$ cat config.mk
export PLATFORM = sky130hd
export DESIGN_NAME = aofp_top
export DESIGN_NICKNAME = d
export VERILOG_FILES = /design/src/aofp_fifo.v /design/src/aofp_coder.v /design/src/aofp_top.v
export VERILOG_INCLUDE_DIRS = /design/src /design/src/src
export SDC_FILE = /design/constraint.sdc
export NUM_CORES = 1
export LEC_CHECK = 0
export BUFFER_PORTS_ARGS = -buffer_cell sky130_fd_sc_hd__clkbuf_2
export CORE_MARGIN = 2
export CORE_UTILIZATION = 45
export CTS_BUF_LIST = sky130_fd_sc_hd__clkbuf_2 sky130_fd_sc_hd__clkbuf_4 sky130_fd_sc_hd__clkbuf_8
export CTS_CLUSTER_DIAMETER = 60
export DETAILED_ROUTE_END_ITERATION = 12
export PLACE_DENSITY_LB_ADDON = 0.2
export SLEW_MARGIN = 10
export SYNTH_ARGS = -nofsm -noshare
export SYNTH_HDL_FRONTEND = slang
export SYNTH_HIERARCHICAL = 1
export SYNTH_SLANG_ARGS = --single-unit
$ cat constraint.sdc
create_clock -name CLK_I -period 3.35 [get_ports CLK_I]
set_clock_uncertainty 0.15 [all_clocks]
set_input_delay 0.67 -clock CLK_I [delete_from_list [all_inputs] [get_ports CLK_I]]
set_output_delay 0.67 -clock CLK_I [all_outputs]
set_load 0.01 [all_outputs]
$ cat src/aofp_defs.vh
/*
 Shared constants for the converter output format and power control block.
 Assumes inclusion by bare name from the coder and top design files of the block.
*/
`ifndef AOFP_DEFS_VH
`define AOFP_DEFS_VH

// ==========================================================
// Three-level strap codes
`define AOFP_STRAP_LOW 2'h0
`define AOFP_STRAP_FLOAT 2'h1
`define AOFP_STRAP_HIGH 2'h2

// ==========================================================
// Output drive modes
`define AOFP_DRV_CMOS 2'h0
`define AOFP_DRV_DIFF_3MA 2'h1
`define AOFP_DRV_DIFF_2MA 2'h2

// ==========================================================
// Code formats
`define AOFP_FMT_OFFSET 2'h0
`define AOFP_FMT_TWOS 2'h1
`define AOFP_FMT_GRAY 2'h2

// ==========================================================
// Power states
`define AOFP_PWR_NORMAL 2'h0
`define AOFP_PWR_SLEEP 2'h1
`define AOFP_PWR_NAP 2'h2

// ==========================================================
// Sample width and full scale
`define AOFP_DATA_W 12
`define AOFP_FULL_SCALE 12'hFFF
`define AOFP_ZERO_SCALE 12'h000

// ==========================================================
// Recovery times and clock rate
`define AOFP_CLK_MHZ 100
`define AOFP_NAP_WAKE_NS 1000
`define AOFP_SLEEP_WAKE_NS 1000000
`define AOFP_NAP_WAKE_CYC ((`AOFP_NAP_WAKE_NS * `AOFP_CLK_MHZ) / 1000)
`define AOFP_SLEEP_WAKE_CYC ((`AOFP_SLEEP_WAKE_NS * `AOFP_CLK_MHZ) / 1000)

// ==========================================================
// Buffering
`define AOFP_FIFO_DEPTH 16

`endif

$ cat src/aofp_fifo.v
/*
 Synchronous FIFO with valid and ready on both sides.
 Assumes one clock and an asynchronous active-low reset.
*/
`timescale 1ns/1ps
module aofp_fifo #(
    parameter WIDTH = 13,
    parameter DEPTH = 16,
    parameter AW = 4
) (
    input wire clk_i,
    input wire arst_n_i,
    input wire flush_i,
    input wire in_valid_i,
    output wire in_ready_o,
    input wire [WIDTH-1:0] in_data_i,
    output wire out_valid_o,
    input wire out_ready_i,
    output wire [WIDTH-1:0] out_data_o
);
    reg [WIDTH-1:0] mem [0:DEPTH-1];
    reg [AW-1:0] wr_q;
    reg [AW-1:0] rd_q;
    reg [AW:0] cnt_q;
    wire push;
    wire pop;

    assign in_ready_o = (cnt_q != DEPTH[AW:0]);
    assign out_valid_o = (cnt_q != {(AW+1){1'b0}});
    assign out_data_o = mem[rd_q];
    assign push = in_valid_i & in_ready_o;
    assign pop = out_valid_o & out_ready_i;

    // ==========================================================
    // Storage
    always @(posedge clk_i) begin
        if (push) begin
            mem[wr_q] <= in_data_i;
        end
    end

    // ==========================================================
    // Pointers
    always @(posedge clk_i or negedge arst_n_i) begin
        if (!arst_n_i) begin
            wr_q <= {AW{1'b0}};
            rd_q <= {AW{1'b0}};
            cnt_q <= {(AW+1){1'b0}};
        end else if (flush_i) begin
            wr_q <= {AW{1'b0}};
            rd_q <= {AW{1'b0}};
            cnt_q <= {(AW+1){1'b0}};
        end else begin
            if (push) begin
                wr_q <= wr_q + {{(AW-1){1'b0}}, 1'b1};
            end
            if (pop) begin
                rd_q <= rd_q + {{(AW-1){1'b0}}, 1'b1};
            end
            if (push && !pop) begin
                cnt_q <= cnt_q + {{AW{1'b0}}, 1'b1};
            end else if (pop && !push) begin
                cnt_q <= cnt_q - {{AW{1'b0}}, 1'b1};
            end
        end
    end
endmodule

$ cat src/aofp_coder.v
/*
 Clamp, over-range detection and output code formatting of one sample.
 Assumes a raw offset-binary word wider than the output, so that values
 above full scale can be seen and saturated.
*/
`timescale 1ns/1ps
`include "aofp_defs.vh"
module aofp_coder #(
    parameter W = 12
) (
    input wire [W:0] raw_i,
    input wire [1:0] fmt_i,
    output reg [W-1:0] code_o,
    output wire over_o
);
    wire [W-1:0] clamped;
    wire [W-1:0] gray;

    // ==========================================================
    // Saturate instead of wrapping past full scale
    assign clamped = raw_i[W] ? {W{1'b1}} : raw_i[W-1:0];
    assign over_o = &clamped;

    // ==========================================================
    // Gray code: top bit kept, lower bits xor with neighbour above
    genvar g;
    generate
        for (g = 0; g < W - 1; g = g + 1) begin : g_gray
            assign gray[g] = clamped[g] ^ clamped[g+1];
        end
    endgenerate
    assign gray[W-1] = clamped[W-1];

    // Formatting works on the clamped word
    always @* begin
        case (fmt_i)
            `AOFP_FMT_OFFSET: begin
                code_o = clamped;
            end
            `AOFP_FMT_TWOS: begin
                code_o = {~clamped[W-1], clamped[W-2:0]};
            end
            `AOFP_FMT_GRAY: begin
                code_o = gray;
            end
            default: begin
                code_o = clamped;
            end
        endcase
    end
endmodule

$ cat src/aofp_top.v
/*
 Output format and power control of a dual-core interleaved converter.
 Straps and serial overrides are plain ports; raw samples arrive one per
 clock when valid; the DDR output is two samples per output clock period.
 Assumes the serial port decoder outside delivers override values and
 write strobes already decoded.
*/
`timescale 1ns/1ps
`include "aofp_defs.vh"
module aofp_top #(
    parameter W = `AOFP_DATA_W,
    parameter FIFO_DEPTH = `AOFP_FIFO_DEPTH,
    parameter NAP_WAKE_CYC = `AOFP_NAP_WAKE_CYC,
    parameter SLEEP_WAKE_CYC = `AOFP_SLEEP_WAKE_CYC
) (
    input wire CLK_I,
    input wire ARST_N_I,
    input wire [1:0] CLOCK_DIVIDE_STRAP_I,
    input wire [1:0] OUTPUT_DRIVE_SELECT_STRAP_I,
    input wire [1:0] POWER_STATE_STRAP_I,
    input wire [1:0] CODE_FORMAT_STRAP_I,
    input wire DIV_WR_I,
    input wire DIV_BY_TWO_I,
    input wire DRV_WR_I,
    input wire [1:0] DRV_MODE_I,
    input wire FMT_WR_I,
    input wire [1:0] FMT_MODE_I,
    input wire PWR_WR_I,
    input wire [1:0] PWR_MODE_I,
    input wire [1:0] CORE_SEL_I,
    input wire SERIAL_SELECT_N_I,
    input wire CALIBRATION_RESET_N_I,
    input wire CAL_DONE_I,
    input wire SAMPLE_VALID_I,
    input wire [W:0] SAMPLE_RAW_I,
    output reg SAMPLE_READY_O,
    output reg [W-1:0] DATA_O,
    output reg DATA_OE_O,
    output reg OUTPUT_SAMPLE_CLOCK_O,
    output reg OUTPUT_SAMPLE_CLOCK_OE_O,
    output reg OVER_RANGE_O,
    output reg OVER_RANGE_OE_O,
    output reg CLK_DIV_TWO_O,
    output reg STRAP_ILLEGAL_O,
    output reg [1:0] DRIVE_MODE_O,
    output reg [1:0] CORE0_PWR_O,
    output reg [1:0] CORE1_PWR_O,
    output reg CONVERTING_O
);
    localparam ST_RUN = 2'h0;
    localparam ST_DOWN = 2'h1;
    localparam ST_WAKE = 2'h2;

    function [1:0] strap_map;
        input [1:0] lvl;
        input [1:0] lo;
        input [1:0] fl;
        input [1:0] hi;
        begin
            case (lvl)
                `AOFP_STRAP_LOW: strap_map = lo;
                `AOFP_STRAP_FLOAT: strap_map = fl;
                `AOFP_STRAP_HIGH: strap_map = hi;
                default: strap_map = fl;
            endcase
        end
    endfunction

    // ==========================================================
    // Strap capture after reset release, then serial override
    reg started_q;
    reg div2_q;
    reg illegal_q;
    reg [1:0] drv_q;
    reg [1:0] fmt_q;
    reg [1:0] pwr0_q;
    reg [1:0] pwr1_q;
    always @(posedge CLK_I or negedge ARST_N_I) begin
        if (!ARST_N_I) begin
            started_q <= 1'b0;
            div2_q <= 1'b0;
            illegal_q <= 1'b0;
            drv_q <= `AOFP_DRV_DIFF_3MA;
            fmt_q <= `AOFP_FMT_TWOS;
            pwr0_q <= `AOFP_PWR_NORMAL;
            pwr1_q <= `AOFP_PWR_NORMAL;
        end else if (!started_q) begin
            // Straps are sampled once; later pin changes are ignored
            started_q <= 1'b1;
            div2_q <= (CLOCK_DIVIDE_STRAP_I == `AOFP_STRAP_LOW);
            illegal_q <= (CLOCK_DIVIDE_STRAP_I == `AOFP_STRAP_HIGH);
            drv_q <= strap_map(OUTPUT_DRIVE_SELECT_STRAP_I, `AOFP_DRV_CMOS,
                `AOFP_DRV_DIFF_3MA, `AOFP_DRV_DIFF_2MA);
            fmt_q <= strap_map(CODE_FORMAT_STRAP_I, `AOFP_FMT_OFFSET,
                `AOFP_FMT_TWOS, `AOFP_FMT_GRAY);
            pwr0_q <= strap_map(POWER_STATE_STRAP_I, `AOFP_PWR_NORMAL,
                `AOFP_PWR_SLEEP, `AOFP_PWR_NAP);
            pwr1_q <= strap_map(POWER_STATE_STRAP_I, `AOFP_PWR_NORMAL,
                `AOFP_PWR_SLEEP, `AOFP_PWR_NAP);
        end else begin
            if (DIV_WR_I) begin
                div2_q <= DIV_BY_TWO_I;
                illegal_q <= 1'b0;
            end
            if (DRV_WR_I) begin
                drv_q <= DRV_MODE_I;
            end
            if (FMT_WR_I) begin
                fmt_q <= FMT_MODE_I;
            end
            // Only a one-hot core select is honoured
            if (PWR_WR_I && CORE_SEL_I == 2'h1) begin
                pwr0_q <= PWR_MODE_I;
            end
            if (PWR_WR_I && CORE_SEL_I == 2'h2) begin
                pwr1_q <= PWR_MODE_I;
            end
        end
    end

    // ==========================================================
    // Power sequencer; outputs stay off until both cores are awake
    wire any_down;
    wire any_sleep;
    reg [1:0] st_q;
    reg [1:0] st_d;
    reg slept_q;
    reg [19:0] wake_q;
    reg [19:0] wake_d;
    assign any_down = (pwr0_q != `AOFP_PWR_NORMAL) ||
        (pwr1_q != `AOFP_PWR_NORMAL);
    assign any_sleep = (pwr0_q == `AOFP_PWR_SLEEP) ||
        (pwr1_q == `AOFP_PWR_SLEEP);
    always @* begin
        st_d = st_q;
        wake_d = wake_q;
        case (st_q)
            ST_RUN: begin
                if (any_down) begin
                    st_d = ST_DOWN;
                end
            end
            ST_DOWN: begin
                if (!any_down) begin
                    st_d = ST_WAKE;
                    // Sleep recovery counts from the wake write alone
                    if (slept_q) begin
                        wake_d = SLEEP_WAKE_CYC[19:0];
                    end else begin
                        wake_d = NAP_WAKE_CYC[19:0];
                    end
                end
            end
            ST_WAKE: begin
                if (any_down) begin
                    st_d = ST_DOWN;
                end else if (wake_q <= 20'h00001) begin
                    st_d = ST_RUN;
                    wake_d = 20'h00000;
                end else begin
                    wake_d = wake_q - 20'h00001;
                end
            end
            default: begin
                st_d = ST_RUN;
            end
        endcase
    end
    always @(posedge CLK_I or negedge ARST_N_I) begin
        if (!ARST_N_I) begin
            st_q <= ST_RUN;
            wake_q <= 20'h00000;
            slept_q <= 1'b0;
        end else begin
            st_q <= st_d;
            wake_q <= wake_d;
            if (st_q == ST_RUN) begin
                slept_q <= 1'b0;
            end else if (any_sleep) begin
                slept_q <= 1'b1;
            end
        end
    end
    wire running;
    assign running = started_q && (st_q == ST_RUN) && !any_down;

    // ==========================================================
    // Sample coding and buffering
    wire [W-1:0] coded;
    wire coded_over;
    aofp_coder #(
        .W(W)
    ) u_coder (
        .raw_i(SAMPLE_RAW_I),
        .fmt_i(fmt_q),
        .code_o(coded),
        .over_o(coded_over)
    );

    wire fifo_out_valid;
    wire [W:0] fifo_out_data;
    reg fifo_pop;

    // Ready is a register, so it must promise room one edge ahead;
    // a local copy of the fill level gives that without a fifo port
    reg [4:0] fill_q;
    reg [4:0] fill_d;
    wire take;
    assign take = SAMPLE_VALID_I && SAMPLE_READY_O && running;
    always @* begin
        fill_d = fill_q;
        if (!running) begin
            fill_d = 5'h00;
        end else if (take && !fifo_pop) begin
            fill_d = fill_q + 5'h01;
        end else if (fifo_pop && !take) begin
            fill_d = fill_q - 5'h01;
        end
    end
    always @(posedge CLK_I or negedge ARST_N_I) begin
        if (!ARST_N_I) begin
            fill_q <= 5'h00;
        end else begin
            fill_q <= fill_d;
        end
    end

    aofp_fifo #(
        .WIDTH(W + 1),
        .DEPTH(FIFO_DEPTH),
        .AW(4)
    ) u_fifo (
        .clk_i(CLK_I),
        .arst_n_i(ARST_N_I),
        .flush_i(!running),
        .in_valid_i(take),
        .in_ready_o(),
        .in_data_i({coded_over, coded}),
        .out_valid_o(fifo_out_valid),
        .out_ready_i(fifo_pop),
        .out_data_o(fifo_out_data)
    );

    // ==========================================================
    // DDR output: one word per clock phase, output clock toggles per word
    // The divided clock paces the word rate; a gap holds the last word.
    reg div_ph_q;
    reg ddr_ph_q;
    always @* begin
        fifo_pop = running && fifo_out_valid && (!div2_q || div_ph_q);
    end
    always @(posedge CLK_I or negedge ARST_N_I) begin
        if (!ARST_N_I) begin
            div_ph_q <= 1'b0;
            ddr_ph_q <= 1'b0;
            SAMPLE_READY_O <= 1'b0;
            DATA_O <= {W{1'b0}};
            DATA_OE_O <= 1'b0;
            OUTPUT_SAMPLE_CLOCK_O <= 1'b0;
            OUTPUT_SAMPLE_CLOCK_OE_O <= 1'b0;
            OVER_RANGE_O <= 1'b0;
            OVER_RANGE_OE_O <= 1'b0;
            CLK_DIV_TWO_O <= 1'b0;
            STRAP_ILLEGAL_O <= 1'b0;
            DRIVE_MODE_O <= `AOFP_DRV_DIFF_3MA;
            CORE0_PWR_O <= `AOFP_PWR_NORMAL;
            CORE1_PWR_O <= `AOFP_PWR_NORMAL;
            CONVERTING_O <= 1'b0;
        end else begin
            div_ph_q <= div2_q ? ~div_ph_q : 1'b0;
            SAMPLE_READY_O <= running && (fill_d != FIFO_DEPTH[4:0]);
            CLK_DIV_TWO_O <= div2_q;
            STRAP_ILLEGAL_O <= illegal_q;
            DRIVE_MODE_O <= drv_q;
            CORE0_PWR_O <= pwr0_q;
            CORE1_PWR_O <= pwr1_q;
            CONVERTING_O <= running;
            DATA_OE_O <= running;
            OUTPUT_SAMPLE_CLOCK_OE_O <= running;
            OVER_RANGE_OE_O <= running;
            if (fifo_pop) begin
                DATA_O <= fifo_out_data[W-1:0];
                ddr_ph_q <= ~ddr_ph_q;
                OUTPUT_SAMPLE_CLOCK_O <= ~ddr_ph_q;
                OVER_RANGE_O <= fifo_out_data[W];
            end
            if (!CALIBRATION_RESET_N_I) begin
                ddr_ph_q <= 1'b0;
                OUTPUT_SAMPLE_CLOCK_O <= 1'b0;
            end
            // Calibration holds the flag high over any sample value
            if (!CALIBRATION_RESET_N_I || !CAL_DONE_I) begin
                OVER_RANGE_O <= 1'b1;
            end
        end
    end
endmodule

==> out/qor.csv <==
stage,metric,value,unit
floorplan,num_rows,60,
setup_path,cp_top_family,simple AND/OR/NAND/NOR gates,
sta,tns,0,ns
cells_and_area,fin_cells,1264,
placement,dp.cells,1173,
pwr,power_density,552,mW/mm^2
global_route,overflow,0,
setup_path,worstRegToRegCells,11,
min_path,hold_path_end,OVER_RANGE_O,
min_path,holdCritPathClass,input port to flop,
setup_path,cp-start-kind,flop,
sta,worstMarginPinSlew,1.19,ns
clock_tree,htreeDepth,2,
logic_synthesis,ys.warnings.count,6,
floorplan,coreArea,0.0270,sq mm
setup_path,required,3.67,ns
sta,fin_crit,3.12,ns
cells_and_area,stdcell_area,0.0145,sq mm
setup_path,ff2ff_setup_slack,0.23,ns
setup_path,r2r_start,u_fifo/cnt_q[2],
global_route,track_usage,0.192,
logic_synthesis,syn_area,0.0124,sq mm
sta,fin_crit_sh,0.932,
global_route,antenna_found_initial,0,
clock_tree,cts.path.max_buffers,3,
floorplan,die_w,170,um
setup_path,max_stage_delay,0.48,ns
clock_tree,cts_made_buffers,48,
placement,place_congestion,0.832,
cells_and_area,areaGrowthSynthToFinish,17.2,%
clock_tree,cts_sinks,285,
pwr,p_total,8.02,mW
cells_and_area,drive_gt1_frac,0.320,
route,ant_nets,0,
route,wl_per_cell,21.4,um
min_path,hold_start,CAL_DONE_I,
cells_and_area,fin_nets,941,
clock_tree,cts_tree,yes,
route,drcViolationCount,0,
setup_path,path_common_cell,nand2_1,
global_route,grt_pass1_vias,7536,
pwr,ir_drop,0.000329,V
floorplan,io_pins,67,
placement,io_buffers,65,
run_status,status,"complete, no violations",
route,wl,27100,um
floorplan,dieArea,0.0289,sq mm
logic_synthesis,syn_area_per_cell,16.4,sq um
logic_synthesis,synth.net_count,812,
placement,hpwlAfterDp,17200,um
route,vias,7246,
route,via_per_inst,5.73,
cells_and_area,fill_cells,2171,
setup_path,slowest_stage,fa_1,
setup_path,r2r-end,u_fifo/cnt_q[4],
setup_path,cp_cell_sequence,nor4_4 -> nand2_1 -> nand3_2 -> inv_1 -> o41ai_1 -> nand2_1 -> fa_1 -> a21o_1 -> a2111oi_1 -> o21ai_0 -> a31oi_1,
pwr,p_leak,5.38,nW
sta,drv_slew,0,
sta,rsz0062_at_grt,false,
sta,hold_violations,0,
clock_tree,clk_pin_slew,0.06,ns
clock_tree,root_buffer,clkbuf_8,
clock_tree,clkLatencyLatePin,0.56,ns
placement,placed_area,0.0134,sq mm
setup_path,critPathBufInv,1,
setup_path,cp.arrival,3.44,ns
cells_and_area,seqCellArea,0.00818,sq mm
global_route,grt_first_pass_wirelength,41800,um
run,drv_cap,0,
floorplan,start_util,0.459,
setup_path,worstPathMaxFanout,6,
route,drt_first_pass_iters,5,
floorplan,die-height,170,um
cells_and_area,multiInputGateArea,0.00395,sq mm
setup_path,crit_path_end_kind,flop,
sta,fmax,320,MHz
sta,slew_headroom,0.204,
cells_and_area,insertedDiodeCount,0,
logic_synthesis,synth_cells,755,
min_path,whs_path_depth,2,
sta,finalSetupViolCount,0,
setup_path,crit_type,flop to flop,
route,dr.first_iter.drc_count,518,
global_route,grt_max_degree,43,
## how the worst max path moves through the flow
stage                                from               to  cells past startpoint
after floorplan                 pwr0_q[0]  u_fifo/cnt_q[4]                     14
after global placement    u_fifo/cnt_q[1]  u_fifo/cnt_q[4]                     11
after detailed placement  u_fifo/cnt_q[0]  u_fifo/cnt_q[4]                     11
after CTS                 u_fifo/cnt_q[1]  u_fifo/cnt_q[4]                     11
after global routing            pwr0_q[0]  u_fifo/cnt_q[4]                     13
final                     u_fifo/cnt_q[2]  u_fifo/cnt_q[4]                     11
## metrics by stage
stage	hold WS, ns	worst slack [ns]	util
final	0.156	0.229	0.538
after global routing	0.144	0.0620	0.538
after CTS	0.128	0.129	0.536
after detailed placement	0.208	0.133	0.495
after global placement	0.205	0.195	0.495
after floorplan	0.203	0.0666	-
## registers in the layout, summed over array words and instances (netlist names), 2 cells and up
signal	count
fill_q	5
pwr1_q	2
DATA_O	12
fmt_q	2
CORE0_PWR_O	2
st_q	2
u_fifo/mem	208
wake_q	20
u_fifo/rd_q	4
DRIVE_MODE_O	2
u_fifo/wr_q	4
drv_q	2
CORE1_PWR_O	2
pwr0_q	2
u_fifo/cnt_q	5
## where the power goes
group / switching (mW) / internal, mW
clock: 1.35 / 2.10
combinational: 0.337 / 0.171
sequential: 0.0922 / 3.97
## cells in the final DEF, fill, tap and decap left out, types with 5 or more instances in the layout
cell / count
nor3_1: 6
nand2b_1: 8
a21o_1: 5
xor2_1: 5
xnor2_1: 9
clkbuf_2: 64
clkbuf_8: 57
nand2_1: 17
inv_1: 30
nand3_1: 10
mux4_1: 24
o21ai_0: 14
nor2_1: 58
mux2i_1: 17
buf_4: 45
mux2_2: 15
dfrtp_1: 72
nor3b_1: 6
o21ai_1: 5
a31oi_1: 12
o22ai_1: 9
a21oi_1: 33
nand4_1: 6
clkbuf_4: 22
mux4_2: 41
ha_1: 16
edfxtp_1: 208
## area by class of cell
class | count | area share
flip-flops and latches | 285 | 0.563
multi-input cells | 403 | 0.272
clock buffers | 79 | 0.0653
repair buffers | 114 | 0.0515
well taps | 341 | 0.0293
clock inverters | 10 | 0.0113
inverters | 32 | 0.00826
## layer usage
layer	track usage	vias up	routed length, um	part of all wire
met2	0.329	196	13800	0.51
met1	0.254	3755	11600	0.43
met4	0.0569	0	489	0.018
li1	-	3252	-	-
met5	0	-	0	0
met3	0.0293	43	1230	0.045
## worst reg2reg max path, delay by kind of cell (launching register included)
family / cells / cell delay (ns)
adder cells (fa/ha/maj): 1 / 0.48
flip-flops: 1 / 0.46
AND/OR/NAND/NOR: 4 / 0.98
buffers and inverters: 1 / 0.06
AO/OA/AOI/OAI: 5 / 0.93
## timing repair
action	4_1_cts	5_1_grt
gates resized for setup	0	2
hold buffers	1	0
endpoints found under the setup margin	0	2
hold endpoints to repair	32	0
setup buffers	0	1
(Power assumes the default switching activity.)
